===== src/rtl/urem_map.vh =====
/*
 Register indices, fields, resets and defaults of the status block.
 Assumes byte address = index * 4 on APB.
*/
`ifndef UREM_MAP_VH
`define UREM_MAP_VH

// =====================================================================
// Register indices (byte address is four times the index)
`define UREM_IDX_RX_DATA      6'h00
`define UREM_IDX_RX_CONTROL   6'h03
`define UREM_IDX_MODEM_CTRL   6'h04
`define UREM_IDX_LINE_FLAGS   6'h05
`define UREM_IDX_PEER_FLAGS   6'h06
`define UREM_IDX_SPARE_BYTE   6'h07

// =====================================================================
// Receive control fields
`define UREM_CTL_FIFO_MODE    0
`define UREM_CTL_PARITY_EN    1
`define UREM_CTL_EVEN_PARITY  2
`define UREM_CTL_LINE_INT_EN  3
`define UREM_CTL_WIDTH        5

// =====================================================================
// Modem control fields
`define UREM_MCR_TERM_READY   0
`define UREM_MCR_SEND_REQ     1
`define UREM_MCR_AUX_ONE      2
`define UREM_MCR_AUX_TWO      3
`define UREM_MCR_LOOPBACK     4
`define UREM_MCR_WIDTH        5

// =====================================================================
// Line status fields
`define UREM_LSR_DATA_READY   0
`define UREM_LSR_OVERRUN      1
`define UREM_LSR_PARITY       2
`define UREM_LSR_FRAMING      3

// =====================================================================
// FIFO entry layout
`define UREM_ENT_PARITY       8
`define UREM_ENT_FRAMING      9
`define UREM_ENT_WIDTH        10

// =====================================================================
// Reset values and defaults
`define UREM_RST_BYTE         8'h00
`define UREM_RST_CTL          5'h00
`define UREM_RST_MCR          5'h00
`define UREM_RST_WORD         32'h0000_0000
`define UREM_CLKS_PER_BIT     16
`define UREM_FIFO_DEPTH       16
`define UREM_FIFO_AW          4

`endif


===== src/rtl/urem_top.v =====
/*
 Line status, modem status and spare byte of a serial port, with a receive
 buffer (register or FIFO) behind an APB slave. Assumes all inputs are
 synchronous to pclk and an APB master using setup and access phases.
*/
// Notes on behaviour
// - A spacing stop bit sets the framing flag, line status bit 3.
// - After a framing error the bad stop bit is resampled as a start bit.
// - Wrong parity for the chosen even or odd setting sets line status bit 2.
// - In FIFO mode errors travel with each character and show at the head.
// - Without FIFO a new character over an unread one sets overrun and overwrites.
// - In FIFO mode overrun only when full; the shifted character is dropped.
// - Reading line status clears framing, parity and overrun flags.
// - Character-available sets once a character enters the buffer or FIFO.
// - Character-available clears when all received data is read out or a control write switches FIFO mode.
// - Modem status bits 7 to 4 are inverted carrier, bell, ready, clear inputs.
// - In loopback those bits show aux two, aux one, terminal ready, send request.
// - Any carrier-detect change sets modem status bit 3.
// - Bell-signal input rising from low to high sets modem status bit 2.
// - Peer-ready and clear-to-send changes set modem status bits 1 and 0.
// - Any of modem status bits 3 to 0 set raises the modem interrupt.
// - An eight-bit read/write spare byte with no effect on operation.
// - Overrun, parity or framing raise the line interrupt when it is enabled.
`include "urem_map.vh"

module urem_top #(
	parameter CLKS_PER_BIT = `UREM_CLKS_PER_BIT,
	parameter DEPTH        = `UREM_FIFO_DEPTH,
	parameter AW           = `UREM_FIFO_AW
) (
	input  wire        pclk,
	input  wire        presetn,
	input  wire        psel,
	input  wire        penable,
	input  wire        pwrite,
	input  wire [7:0]  paddr,
	input  wire [31:0] pwdata,
	output reg  [31:0] prdata,
	output reg         pready,
	output reg         pslverr,
	input  wire        serial_rx_in,
	input  wire        carrier_detect_in_n,
	input  wire        bell_signal_in_n,
	input  wire        peer_ready_in_n,
	input  wire        send_clear_in_n,
	output reg         terminal_ready_out_n,
	output reg         send_request_out_n,
	output reg         aux_output_one_n,
	output reg         aux_output_two_n,
	output reg         line_status_irq,
	output reg         modem_status_irq
);

	localparam [AW:0] FULL_COUNT = DEPTH;

	// Register state.
	reg [`UREM_CTL_WIDTH-1:0]   rx_control;
	reg [`UREM_MCR_WIDTH-1:0]   modem_control_reg;
	reg [7:0]                   spare_byte;
	reg                         frame_flag;
	reg                         parity_flag;
	reg                         overrun_flag;
	reg                         data_ready;
	reg [3:0]                   peer_levels;
	reg [3:0]                   change_flags;

	// Receive buffer.
	reg [`UREM_ENT_WIDTH-1:0]   rx_mem [0:DEPTH-1];
	reg [AW-1:0]                rd_ptr;
	reg [AW-1:0]                wr_ptr;
	reg [AW:0]                  count;

	// Receiver outputs.
	wire                        char_valid;
	wire [7:0]                  char_data;
	wire                        char_frame_err;
	wire                        char_parity_err;

	wire fifo_mode = rx_control[`UREM_CTL_FIFO_MODE];

	// =====================================================================
	// Serial receiver
	urem_rx_shift #(
		.CLKS_PER_BIT (CLKS_PER_BIT)
	) u_rx (
		.pclk            (pclk),
		.presetn         (presetn),
		.serial_rx_in    (serial_rx_in),
		.parity_en       (rx_control[`UREM_CTL_PARITY_EN]),
		.even_parity     (rx_control[`UREM_CTL_EVEN_PARITY]),
		.char_valid      (char_valid),
		.char_data       (char_data),
		.char_frame_err  (char_frame_err),
		.char_parity_err (char_parity_err)
	);

	// =====================================================================
	// APB decode
	function idx_hit;
		input [7:0] addr;
		input [5:0] idx;
		begin
			idx_hit = (addr[7:2] == idx) && (addr[1:0] == 2'b00);
		end
	endfunction

	// The transfer completes on the access edge where pready is high.
	wire xfer_done = psel & penable & pready;
	wire wr_done   = xfer_done & pwrite;
	wire rd_done   = xfer_done & ~pwrite & ~pslverr;
	wire rd_data   = rd_done & idx_hit(paddr, `UREM_IDX_RX_DATA);
	wire rd_line   = rd_done & idx_hit(paddr, `UREM_IDX_LINE_FLAGS);
	wire rd_peer   = rd_done & idx_hit(paddr, `UREM_IDX_PEER_FLAGS);
	wire wr_ctl    = wr_done & idx_hit(paddr, `UREM_IDX_RX_CONTROL);
	wire mode_flip = wr_ctl & (pwdata[`UREM_CTL_FIFO_MODE] != fifo_mode);

	// =====================================================================
	// Read mux, captured in the setup cycle so prdata comes from a flip-flop.
	reg [31:0] next_prdata;
	reg        next_pslverr;
	always @* begin
		next_prdata  = `UREM_RST_WORD;
		next_pslverr = 1'b0;
		if (idx_hit(paddr, `UREM_IDX_RX_DATA)) begin
			next_prdata[7:0] = (count != {(AW+1){1'b0}}) ? rx_mem[rd_ptr][7:0] : 8'h00;
		end else if (idx_hit(paddr, `UREM_IDX_RX_CONTROL)) begin
			next_prdata[`UREM_CTL_WIDTH-1:0] = rx_control;
		end else if (idx_hit(paddr, `UREM_IDX_MODEM_CTRL)) begin
			next_prdata[`UREM_MCR_WIDTH-1:0] = modem_control_reg;
		end else if (idx_hit(paddr, `UREM_IDX_LINE_FLAGS)) begin
			next_prdata[`UREM_LSR_FRAMING]    = frame_flag;
			next_prdata[`UREM_LSR_PARITY]     = parity_flag;
			next_prdata[`UREM_LSR_OVERRUN]    = overrun_flag;
			next_prdata[`UREM_LSR_DATA_READY] = data_ready;
		end else if (idx_hit(paddr, `UREM_IDX_PEER_FLAGS)) begin
			next_prdata[7:0] = {peer_levels, change_flags};
		end else if (idx_hit(paddr, `UREM_IDX_SPARE_BYTE)) begin
			next_prdata[7:0] = spare_byte;
		end else begin
			next_pslverr = 1'b1;
		end
	end

	// Zero-wait slave: pready rises for the access cycle of each transfer.
	always @(posedge pclk or negedge presetn) begin
		if (!presetn) begin
			pready  <= 1'b0;
			pslverr <= 1'b0;
			prdata  <= `UREM_RST_WORD;
		end else begin
			pready <= psel & ~penable;
			if (psel & ~penable) begin
				pslverr <= next_pslverr;
				prdata  <= pwrite ? `UREM_RST_WORD : next_prdata;
			end
		end
	end

	// =====================================================================
	// Control, modem control and spare byte writes.
	always @(posedge pclk or negedge presetn) begin
		if (!presetn) begin
			rx_control           <= `UREM_RST_CTL;
			modem_control_reg    <= `UREM_RST_MCR;
			spare_byte           <= `UREM_RST_BYTE;
			terminal_ready_out_n <= 1'b1;
			send_request_out_n   <= 1'b1;
			aux_output_one_n     <= 1'b1;
			aux_output_two_n     <= 1'b1;
		end else begin
			if (wr_ctl) begin
				rx_control <= pwdata[`UREM_CTL_WIDTH-1:0];
			end
			if (wr_done & idx_hit(paddr, `UREM_IDX_MODEM_CTRL)) begin
				modem_control_reg    <= pwdata[`UREM_MCR_WIDTH-1:0];
				terminal_ready_out_n <= ~pwdata[`UREM_MCR_TERM_READY];
				send_request_out_n   <= ~pwdata[`UREM_MCR_SEND_REQ];
				aux_output_one_n     <= ~pwdata[`UREM_MCR_AUX_ONE];
				aux_output_two_n     <= ~pwdata[`UREM_MCR_AUX_TWO];
			end
			if (wr_done & idx_hit(paddr, `UREM_IDX_SPARE_BYTE)) begin
				spare_byte <= pwdata[7:0];
			end
		end
	end

	// =====================================================================
	// Receive buffer control. Without FIFO mode the head slot is the buffer.
	wire buf_empty = (count == {(AW+1){1'b0}});
	wire pop       = rd_data & ~buf_empty;
	wire buf_full  = fifo_mode ? (count == FULL_COUNT) : ~buf_empty;
	wire lost      = char_valid & buf_full & ~pop;
	wire push      = char_valid & (~lost | ~fifo_mode);
	wire [AW-1:0] rd_ptr_inc = rd_ptr + {{(AW-1){1'b0}}, 1'b1};

	reg [AW:0]                next_count;
	reg                       head_change;
	reg [`UREM_ENT_WIDTH-1:0] next_head;
	always @* begin
		next_count  = count;
		head_change = 1'b0;
		next_head   = {char_frame_err, char_parity_err, char_data};
		if (!fifo_mode) begin
			// A new character replaces whatever is held, except in the cycle of a FIFO mode switch.
			if (push) begin
				next_count  = {{AW{1'b0}}, 1'b1};
				head_change = 1'b1;
			end else if (pop) begin
				next_count = {(AW+1){1'b0}};
			end
		end else begin
			next_count = count + {{AW{1'b0}}, push} - {{AW{1'b0}}, pop};
			// The head moves when a pop uncovers an older entry.
			if (pop && count > {{(AW-1){1'b0}}, 2'b01}) begin
				head_change = 1'b1;
				next_head   = rx_mem[rd_ptr_inc];
			end else if (push && (buf_empty || (pop && count == {{AW{1'b0}}, 1'b1}))) begin
				head_change = 1'b1;
			end
		end
		if (mode_flip) begin
			next_count  = {(AW+1){1'b0}};
			head_change = 1'b0;
		end
	end

	// Buffer storage, pointers and occupancy.
	always @(posedge pclk or negedge presetn) begin
		if (!presetn) begin
			rd_ptr     <= {AW{1'b0}};
			wr_ptr     <= {AW{1'b0}};
			count      <= {(AW+1){1'b0}};
			data_ready <= 1'b0;
		end else begin
			count      <= next_count;
			data_ready <= (next_count != {(AW+1){1'b0}});
			if (mode_flip) begin
				rd_ptr <= {AW{1'b0}};
				wr_ptr <= {AW{1'b0}};
			end else if (fifo_mode) begin
				if (pop) begin
					rd_ptr <= rd_ptr_inc;
				end
				if (push) begin
					wr_ptr <= wr_ptr + {{(AW-1){1'b0}}, 1'b1};
				end
			end else begin
				wr_ptr <= rd_ptr;
			end
		end
	end

	// Entry writes carry the character's own error bits.
	always @(posedge pclk) begin
		if (push & ~mode_flip) begin
			rx_mem[fifo_mode ? wr_ptr : rd_ptr] <= {char_frame_err, char_parity_err, char_data};
		end
	end

	// =====================================================================
	// Line status flags. A set in the cycle of the clearing read wins; the read
	// clears only the bits it actually returned.
	wire clr_fe = rd_line & prdata[`UREM_LSR_FRAMING];
	wire clr_pe = rd_line & prdata[`UREM_LSR_PARITY];
	wire clr_oe = rd_line & prdata[`UREM_LSR_OVERRUN];
	wire set_fe = head_change & next_head[`UREM_ENT_FRAMING];
	wire set_pe = head_change & next_head[`UREM_ENT_PARITY];
	wire set_oe = char_valid & ~buf_empty & ~pop & ~mode_flip;

	always @(posedge pclk or negedge presetn) begin
		if (!presetn) begin
			frame_flag      <= 1'b0;
			parity_flag     <= 1'b0;
			overrun_flag    <= 1'b0;
			line_status_irq <= 1'b0;
		end else begin
			frame_flag   <= (frame_flag & ~clr_fe) | set_fe;
			parity_flag  <= (parity_flag & ~clr_pe) | set_pe;
			overrun_flag <= (overrun_flag & ~clr_oe) | (set_oe & buf_full);
			line_status_irq <= rx_control[`UREM_CTL_LINE_INT_EN] &
				(((frame_flag & ~clr_fe) | set_fe) |
				 ((parity_flag & ~clr_pe) | set_pe) |
				 ((overrun_flag & ~clr_oe) | (set_oe & buf_full)));
		end
	end

	// =====================================================================
	// Modem status: levels, change flags and interrupt.
	wire       loopback = modem_control_reg[`UREM_MCR_LOOPBACK];
	wire [3:0] next_levels = loopback ?
		{modem_control_reg[`UREM_MCR_AUX_TWO], modem_control_reg[`UREM_MCR_AUX_ONE],
		 modem_control_reg[`UREM_MCR_TERM_READY], modem_control_reg[`UREM_MCR_SEND_REQ]} :
		~{carrier_detect_in_n, bell_signal_in_n, peer_ready_in_n, send_clear_in_n};

	// Bit 3 carrier change, bit 2 bell end, bit 1 peer ready change, bit 0 clear change.
	wire [3:0] change_set = {next_levels[3] ^ peer_levels[3],
		peer_levels[2] & ~next_levels[2],
		next_levels[1:0] ^ peer_levels[1:0]};
	wire [3:0] change_clr = {4{rd_peer}} & prdata[3:0];
	wire [3:0] next_change = (change_flags & ~change_clr) | change_set;

	always @(posedge pclk or negedge presetn) begin
		if (!presetn) begin
			peer_levels      <= 4'h0;
			change_flags     <= 4'h0;
			modem_status_irq <= 1'b0;
		end else begin
			peer_levels      <= next_levels;
			change_flags     <= next_change;
			modem_status_irq <= |next_change;
		end
	end

endmodule


===== src/rtl/urem_rx_shift.v =====
/*
 Serial receive shifter: one start bit, eight data bits, optional parity, one stop bit.
 Assumes serial_rx_in is synchronous to pclk; bit time is CLKS_PER_BIT clocks.
*/
`include "urem_map.vh"

module urem_rx_shift #(
	parameter CLKS_PER_BIT = `UREM_CLKS_PER_BIT
) (
	input  wire       pclk,
	input  wire       presetn,
	input  wire       serial_rx_in,
	input  wire       parity_en,
	input  wire       even_parity,
	output reg        char_valid,
	output reg  [7:0] char_data,
	output reg        char_frame_err,
	output reg        char_parity_err
);

	localparam [2:0] ST_IDLE   = 3'h0;
	localparam [2:0] ST_START  = 3'h1;
	localparam [2:0] ST_DATA   = 3'h2;
	localparam [2:0] ST_PARITY = 3'h3;
	localparam [2:0] ST_STOP   = 3'h4;
	localparam [2:0] ST_RESYNC = 3'h5;
	localparam [15:0] FULL_BIT = CLKS_PER_BIT - 1;
	localparam [15:0] HALF_BIT = CLKS_PER_BIT / 2 - 1;
	localparam [15:0] RESYNC_WAIT = CLKS_PER_BIT - 2;

	reg [2:0]  state;
	reg [15:0] bit_timer;
	reg [2:0]  bit_index;
	reg [7:0]  shift;
	reg        parity_bad;

	// =====================================================================
	// Receive sequencer; every sample is taken when the bit timer runs out.
	always @(posedge pclk or negedge presetn) begin
		if (!presetn) begin
			state           <= ST_IDLE;
			bit_timer       <= 16'h0000;
			bit_index       <= 3'h0;
			shift           <= 8'h00;
			parity_bad      <= 1'b0;
			char_valid      <= 1'b0;
			char_data       <= 8'h00;
			char_frame_err  <= 1'b0;
			char_parity_err <= 1'b0;
		end else begin
			char_valid <= 1'b0;
			if (bit_timer != 16'h0000) begin
				bit_timer <= bit_timer - 16'h0001;
			end else begin
				case (state)
					ST_IDLE: begin
						if (!serial_rx_in) begin
							state     <= ST_START;
							bit_timer <= HALF_BIT;
						end
					end
					ST_START: begin
						// A start bit that is gone at mid-bit was a glitch.
						state      <= serial_rx_in ? ST_IDLE : ST_DATA;
						bit_timer  <= FULL_BIT;
						bit_index  <= 3'h0;
						parity_bad <= 1'b0;
					end
					ST_DATA: begin
						shift     <= {serial_rx_in, shift[7:1]};
						bit_index <= bit_index + 3'h1;
						bit_timer <= FULL_BIT;
						if (bit_index == 3'h7) begin
							state <= parity_en ? ST_PARITY : ST_STOP;
						end
					end
					ST_PARITY: begin
						// Even parity wants an even count of ones over data and parity.
						parity_bad <= (^shift ^ serial_rx_in) ^ ~even_parity;
						state      <= ST_STOP;
						bit_timer  <= FULL_BIT;
					end
					ST_STOP: begin
						char_valid      <= 1'b1;
						char_data       <= shift;
						char_parity_err <= parity_bad;
						char_frame_err  <= ~serial_rx_in;
						// A spacing stop bit is taken as the next start bit.
						state           <= serial_rx_in ? ST_IDLE : ST_RESYNC;
					end
					ST_RESYNC: begin
						// Second sample of the assumed start bit, then data follows.
						state      <= serial_rx_in ? ST_IDLE : ST_DATA;
						bit_timer  <= RESYNC_WAIT;
						bit_index  <= 3'h0;
						parity_bad <= 1'b0;
					end
					default: begin
						state <= ST_IDLE;
					end
				endcase
			end
		end
	end

endmodule


===== config.mk =====
export PLATFORM = sky130hd
export DESIGN_NAME = urem_top
export DESIGN_NICKNAME = d
export VERILOG_FILES = /design/src/rtl/urem_top.v /design/src/rtl/urem_rx_shift.v
export VERILOG_INCLUDE_DIRS = /design/src /design/src/rtl
export SDC_FILE = /design/constraint.sdc
export NUM_CORES = 1
export LEC_CHECK = 0
export BUFFER_PORTS_ARGS = -buffer_cell sky130_fd_sc_hd__buf_2
export CAP_MARGIN = 20
export CORE_MARGIN = 3
export CORE_UTILIZATION = 45
export DETAILED_ROUTE_END_ITERATION = 6
export GPL_TIMING_DRIVEN = 0
export RECOVER_POWER = 25
export SETUP_SLACK_MARGIN = 0.02
export SYNTH_ARGS = -nofsm -noshare
export SYNTH_HDL_FRONTEND = slang
export SYNTH_HIERARCHICAL = 1
export SYNTH_SLANG_ARGS = --single-unit

===== constraint.sdc =====
create_clock -name pclk -period 8.23 [get_ports pclk]
set_input_delay 0.4115 -clock pclk [delete_from_list [all_inputs] [get_ports pclk]]
set_output_delay 0.4115 -clock pclk [all_outputs]
set_load 0.01 [all_outputs]

==> metrics.md, run 1 <==
| Metric | Value |
|---|---|
| Worst r2r path cells | `16` |
| GRT Residual Overflow | `0` |
| Fmax | `235.4 MHz` |
| Slowest cell on crit path | `nor2_1` |
| CTS tree | `built` |
| Routed WL | `25940 um` |
| Distinct cells, synth | `75` |
| Worst reg2reg path startpoint | `count[2]` |
| Sum Neg Setup Slack | `0 ns` |
| Die height | `167.9 um` |
| Number of synthesized flops with an enable pin | `160` |
| Num CTS Buffers | `28` |
| Worst R2R End | `data_ready` |
| Vias | `7103` |
| Total GRT Usage | `18.61%` |
| WHS | `0.08883 ns` |
| Worst Setup SP | `count[2]` |
| Post-DP HPWL | `18210 um` |
| Antenna violations before repair | `0` |
| Filler Cell Count | `2150` |
| Largest net degree at the start of global routing | `70` |
| Port Buffers | `39` |
| Root buf cell | `clkbuf_16` |
| Critical path data required time | `8.62 ns` |
| Top Registers | `rx_mem (160), u_rx/bit_timer (16)` |
| Post-synthesis sequential area ratio | `62.21%` |
| Initial Util | `46.30%` |
| Reg2Reg Setup Slack | `3.98 ns` |
| Crit path largest cell delay | `0.58 ns` |
| First-pass GRT wire length | `41320 um` |
| CP endpoint kind | `flop` |
| Worst-margin pin slew | `1.956 ns` |
| Critical path depth | `16` |
| Crit path to | `data_ready` |
| Max VDD drop | `0.1795 mV` |
| Worst slew margin | `-30.37%` |
| Final estimated routing congestion in global placement | `0.8131` |
| Most used routing layer | `met2` |
| Mapped cell area | `11790 sq um` |
| Chip width | `167.9 um` |
| Worst Path Class, Setup | `reg2reg` |
| Synth Warn # | `6` |
| Top delay family on crit path | `simple AND/OR/NAND/NOR gates` |
| Worst min-delay path class | `in2reg` |
| Max-slew violation count | `33` |
| CP cell instances | `inv_1, ha_1, or3b_1, nor2_1, nor3_1, ha_1, inv_1, ha_1, inv_1, fa_1, xor2_1, and2_1, o21ai_0, o2bb2ai_1, a311oi_1, nand4_1` |
| CP Buf/Inv Count | `3` |
| Drt pass-1 iters | `5` |
| Max Root-Sink Buffers | `3` |
| Cell Rows | `58` |
| Mapped Cells | `833` |
| Top reg by flops | `rx_mem` |
| CP startpoint kind | `flop` |
| Cell area power density | `222.2 nW/um^2` |
| Post-cts sizing count | `0` |
| Routing usage on met2 | `29.91%` |
| DRC errors left | `0` |
| Boundary Pins | `90` |
| Hold Buf Count CTS | `1` |
| Clk slew on worst S/H paths | `0.06 ns` |
| Asr flop ratio synth | `38.70%` |
| RSZ-0062 raised after global routing | `no` |
| Critical path fanouts, max | `7` |
| CTS sink count | `261` |
| Core ar. | `25470 sq um` |
| Final Critical Period | `4.248 ns` |
| Clk Latency, worst-skew pair | `0.53 ns` |
| Largest register FFs | `160` |
| N_diodes | `0` |
| Die Area | `28190 sq um` |
| Finished Layout Cells | `1295` |
| H-Tree Level Count | `1` |
| Final nets | `1007` |
| Vias per cell | `5.485` |
| Initial DRC count | `546` |
| Vias in the first global route | `7123` |
| Post-Place Cells | `1239` |
| Finish-stage setup viols | `0` |
| Layout Skew | `0.005847 ns` |
| Ys flop type | `edfxtp_1` |
| Grt met3 use | `2.536%` |
| Max-Cap Viols | `1` |
| Total power draw | `3.011 mW` |
| Fin crit share | `51.62%` |
| Postcts setup bufs | `0` |
| #FFs+latches synth | `261` |
| Share of layout cells above drive strength 1 | `24.56%` |
| Final hold vios | `0` |
| Met1 global-route usage | `27.43%` |
| Pleak | `5.145 nW` |
| DRT antenna net count | `0` |
| Syn Area/Cell | `14.16 sq um` |
| Outcome | `finished, violations left` |
| CP arrival | `4.64 ns` |
| DR WL/cell | `20.03 um` |
| P&R area growth vs syn | `14.91%` |
| Failing checks | `capacitance limit, slew limit` |
worst min path at each step:
| stage | cells past startpoint | start | slack [ns] | end |
|---|---|---|---|---|
| after floorplan | 0 | presetn | 0.12 | change_flags[0] |
| after global routing | 2 | send_clear_in_n | 0.08 | peer_levels[0] |
| after global placement | 2 | terminal_ready_out_n | 0.47 | terminal_ready_out_n |
| after detailed placement | 1 | presetn | 0.40 | spare_byte[4] |
| after CTS | 2 | send_clear_in_n | 0.07 | peer_levels[0] |
| final | 2 | carrier_detect_in_n | 0.09 | peer_levels[3] |
report_power, final:
part | total [mW] | leakage [nW] | internal, mW | switching (mW)
clock | 1.20 | 0.427 | 0.698 | 0.501
sequential | 1.54 | 2.78 | 1.46 | 0.0774
combinational | 0.271 | 1.94 | 0.116 | 0.155
placed cells by master, fill, tap and decap left out, drive strengths merged, types with 18 or more instances in the layout:
master  count
nor3       21
nand2      51
edfxtp    160
mux4       46
mux2       39
o21ai      38
a21oi      31
clkbuf     53
nor2       68
inv        32
xnor2      18
buf        99
dfrtp      97
conb       24
layout make-up:
class	instances	area (sq um)	share of cell area [%]
Buffer	62	367.9	2.714
Clock buffer	34	775.7	5.724
Sequential cell	261	7337	54.14
Clock inverter	18	113.9	0.8402
Timing Repair Buffer	57	369.1	2.724
Inverter	31	116.4	0.8587
Multi-Input combinational cell	502	4059	29.95
Tap cell	330	412.9	3.047
synth_stat cells, types with 18 or more instances:
cell        n  area (sq um)
o21ai_0    34         170.2
nand2_1    51         191.4
edfxtp_1  160          4805
a21oi_1    31         155.2
nor3_1     20         100.1
mux4_2     46          1036
buf_4      27         202.7
mux2_2     39         439.2
nor2_1     68         255.2
inv_1      31         116.4
dfrtp_1    97          2427
xnor2_1    18         157.7
per-layer routing:
layer / vias up / wire (um)
li1: 3314 / -
met1: 3579 / 11910
met2: 173 / 12350
met3: 37 / 1229
met4: 0 / 437
met5: - / 0
cell families after synthesis:
group / Yosys count / synth area share [%]
compound gates: 127 / 6.917
xor+xnor: 26 / 2.048
fa+ha+maj: 14 / 1.549
buf+inv: 93 / 4.106
flops: 261 / 62.21
mux: 102 / 13.95
other cells: 1 / 0.03180
simple gates: 209 / 9.187
worst register-to-register path, cell delays in order (launching register included):
cell	delay (ns)
dfrtp_1	0.40
inv_1	0.11
ha_1	0.20
or3b_1	0.41
nor2_1	0.58
nor3_1	0.29
ha_1	0.35
inv_1	0.06
ha_1	0.15
inv_1	0.06
fa_1	0.43
xor2_1	0.18
and2_1	0.17
o21ai_0	0.15
o2bb2ai_1	0.11
a311oi_1	0.30
nand4_1	0.17
per-stage QoR:
stage | worst slack [ns] | instance area (sq um) | util (%)
floorplan | 4.683 | 11880 | -
CTS | 3.988 | 13530 | 53.10
detailed placement | 4.004 | 12630 | 49.57
finish | 3.982 | 13550 | 53.20
global placement | 3.932 | 12490 | 49.03
global route | 3.701 | 13550 | 53.20
(Power assumes the default switching activity.)
==> run 2: changes to the inputs <==
- ABC_AREA: not set -> 1
- clock period: 8.23 -> 3.6 ns (I/O delays scaled with it)
==> run 2 against run 1 <==
Effect of this change: the run still ends with capacitance limit, slew limit left; register-to-register slack worse by 3.6 ns; routed wire length increased by 18%; first-iteration DRC count is 36% higher; critical path type unchanged.
==> metrics.md, run 2 <==
| Metric | Value |
|---|---|
| Final instance area | `14300 sq um (was 13550 sq um)` |
| Worst slew margin | `-47.99% (was -30.37%)` |
| Place WS | `0.4202 ns (was 4.004 ns)` |
| Commonest cells post-synth | `nand2_1, edfxtp_1, nor2_1 (was edfxtp_1, dfrtp_1, nor2_1)` |
| Total GRT Usage | `21.20% (was 18.61%)` |
| CTS tree | `built (unchanged)` |
| Initial DRC count | `740 (was 546)` |
| DR WL/cell | `17.81 um (was 20.03 um)` |
| Clk Latency, worst-skew pair | `0.54 ns (was 0.53 ns)` |
| Max-Cap Viols | `1 (unchanged)` |
| CP endpoint kind | `flop (unchanged)` |
| Final nets | `1425 (was 1007)` |
| Largest net degree at the start of global routing | `66 (was 70)` |
| Post-synthesis sequential area ratio | `60.29% (was 62.21%)` |
| P&R area growth vs syn | `17.50% (was 14.91%)` |
| Chip width | `170.5 um (was 167.9 um)` |
| Critical path fanouts, max | `6 (was 7)` |
| Vias in the first global route | `8751 (was 7123)` |
| Most frequent cells in the layout | `nand2_1, edfxtp_1, nor2_1 (was edfxtp_1, dfrtp_1, nor2_1)` |
| Sum Neg Setup Slack | `0 ns (unchanged)` |
| Number of synthesized flops with an enable pin | `160 (unchanged)` |
| Initial Util | `46.18% (was 46.30%)` |
| Ys flop type | `edfxtp_1 (unchanged)` |
| Area occupied by multi-input gates | `4101 sq um (was 4059 sq um)` |
| Final worst slack | `0.4200 ns (was 3.982 ns)` |
| Critical path data required time | `4.02 ns (was 8.62 ns)` |
| #FFs+latches synth | `261 (unchanged)` |
| Final hold vios | `0 (unchanged)` |
| Fmax | `314.5 MHz (was 235.4 MHz)` |
| Failing checks | `capacitance limit, slew limit (unchanged)` |
| Largest area contributor in the netlist | `edfxtp_1 (unchanged)` |
| Synth top area cells | `edfxtp_1, dfrtp_1, nand2_1 (was edfxtp_1, dfrtp_1, mux4_2)` |
| Mapped cell area | `12170 sq um (was 11790 sq um)` |
| Share of layout cells above drive strength 1 | `16.55% (was 24.56%)` |
| Antenna violations before repair | `0 (unchanged)` |
| N_diodes | `0 (unchanged)` |
| Cell Rows | `59 (was 58)` |
| Port Buffers | `41 (was 39)` |
| DRC errors left | `0 (unchanged)` |
| Placed inst area | `13110 sq um (was 12630 sq um)` |
| Root buf cell | `clkbuf_16 (unchanged)` |
| Post-synth top area share | `39.48% (was 40.74%)` |
| Top reg by flops | `rx_mem (unchanged)` |
| Outcome | `finished, violations left (unchanged)` |
| Top Registers | `rx_mem (160), u_rx/bit_timer (16) (unchanged)` |
| H-Tree Level Count | `1 (unchanged)` |
| Finish-stage setup viols | `0 (unchanged)` |
| CP arrival | `3.60 ns (was 4.64 ns)` |
| Core ar. | `26350 sq um (was 25470 sq um)` |
| Pleak | `5.680 nW (was 5.145 nW)` |
| Num CTS Buffers | `29 (was 28)` |
| Boundary Pins | `90 (unchanged)` |
| Worst Path Class, Setup | `reg2reg (unchanged)` |
| Most frequent cell after synthesis | `nand2_1 (was edfxtp_1)` |
| Worst-margin pin slew | `2.220 ns (was 1.956 ns)` |
| RSZ-0062 raised after global routing | `no (unchanged)` |
| CP startpoint kind | `flop (unchanged)` |
| Final estimated routing congestion in global placement | `0.8309 (was 0.8131)` |
| Largest register FFs | `160 (unchanged)` |
| Commonest non-fill, non-tap cell in the layout | `nand2_1 (was edfxtp_1)` |
| Die height | `170.5 um (was 167.9 um)` |
| Fin crit share | `88.33% (was 51.62%)` |
| Post-Place Cells | `1648 (was 1239)` |
| Drt pass-1 iters | `5 (unchanged)` |
| CTS sink count | `261 (unchanged)` |
| Die Area | `29050 sq um (was 28190 sq um)` |
| Max VDD drop | `0.2879 mV (was 0.1795 mV)` |
| Final core occ | `54.26% (was 53.20%)` |
| Clk slew on worst S/H paths | `0.06 ns (about the same)` |
| First-pass GRT wire length | `48140 um (was 41320 um)` |
| GRT Residual Overflow | `0 (unchanged)` |
| Routed WL | `30620 um (was 25940 um)` |
| Asr flop ratio synth | `38.70% (unchanged)` |
| Cell area power density | `532.3 nW/um^2 (was 222.2 nW/um^2)` |
| Layout Skew | `0.01470 ns (was 0.005847 ns)` |
| Postcts setup bufs | `0 (unchanged)` |
| Final Critical Period | `3.180 ns (was 4.248 ns)` |
| Filler Cell Count | `2345 (was 2150)` |
| Vias per cell | `5.292 (was 5.485)` |
| Max Root-Sink Buffers | `3 (unchanged)` |
| Register area | `7337 sq um (unchanged)` |
| Worst min-delay path class | `in2reg (unchanged)` |
| Distinct cells, synth | `43 (was 75)` |
| Max-slew violation count | `37 (was 33)` |
| Post-DP HPWL | `21390 um (was 18210 um)` |
| Syn Area/Cell | `9.879 sq um (was 14.16 sq um)` |
| Mapped Cells | `1232 (was 833)` |
| DRT antenna net count | `0 (unchanged)` |
| Finished Layout Cells | `1719 (was 1295)` |
| Vias | `9097 (was 7103)` |
| Synth Warn # | `6 (unchanged)` |
## run 2: changes by cell type after synthesis, sizes merged, moves of 7 or more
cell	previous run	this run
inv	31	113
xnor2	18	6
mux4	46	0
buf	45	52
nor2b	10	0
mux2i	17	2
mux2	39	0
nand3	11	91
nor2	68	164
a22oi	9	1
a211oi	9	0
o21ai	38	139
nand2	51	245
o22ai	5	41
## run 2: stage by stage
stage               power, mW  hold slack [ns]
floorplan               4.250          -0.1156
global placement        4.474           0.3761
detailed placement      4.499           0.1847
CTS                     7.664         0.004497
global route            7.976          0.05220
finish                  7.612          0.04339
## run 2: cell families (layout without fill, tap and decap cells)
logic type	after synthesis	in the layout	share of synthesized area (%)
xor+xnor	15	15	1.080
buf+inv	181	310	6.888
flops	261	261	60.29
simple gates	535	535	19.82
other cells	1	24	0.03081
fa+ha+maj	14	14	1.501
compound gates	223	223	10.23
mux	2	2	0.1645
## run 2: repair_timing
action,4_1_cts,5_1_grt
setup endpoints to repair,0,0
endpoints found under the hold margin,65,0
resized for setup,0,0
hold buffers,17,0
## run 2: cell type report
cell class / count / area share (%)
inverter: 117 / 3.071
timing repair buffer: 75 / 4.042
tap: 335 / 2.931
clock buffer: 31 / 5.197
buffer: 64 / 2.791
sequential: 261 / 51.31
clock inverter: 23 / 1.977
multi-input combinational: 813 / 28.68
## run 2: power by group
group          total [mW]  switching [mW]  internal (mW)
Sequential           3.49           0.170           3.32
Combinational       0.969           0.605          0.364
Clock                3.15            1.22           1.93
Total                7.61            2.00           5.61
## run 2: worst paths after layout
path | depth (start not counted) | slack (ns) | endpoint | start
setup / recovery | 17 | 0.42 | data_ready | count[2]
hold / removal | 4 | 0.04 | pslverr | psel
setup reg to reg | 17 | 0.42 | data_ready | count[2]
hold reg to reg | 2 | 0.48 | u_rx/char_parity_err | u_rx/parity_bad
max in group asynchronous | 2 | 1.48 | rd_ptr[2] | presetn
min in group asynchronous | 2 | 0.84 | peer_levels[1] | presetn
## run 2: critical path: stages (launching register included)
cell,delay (ns)
dfrtp_1,0.40
inv_1,0.12
ha_1,0.20
nand4_1,0.24
nand3_1,0.18
nand2_1,0.07
nand2_2,0.17
ha_1,0.26
inv_1,0.05
ha_1,0.15
inv_1,0.06
fa_1,0.42
o21ai_0,0.19
a21oi_1,0.10
xnor2_1,0.17
a21oi_1,0.09
nand2_1,0.09
nand3_1,0.09
## run 2: routing by layer
layer / track usage (%) / part of all wire (%)
met2: 34.26 / 47
met5: 0 / 0
met4: 5.855 / 2.4
met1: 30.43 / 44
met3: 2.741 / 6.4
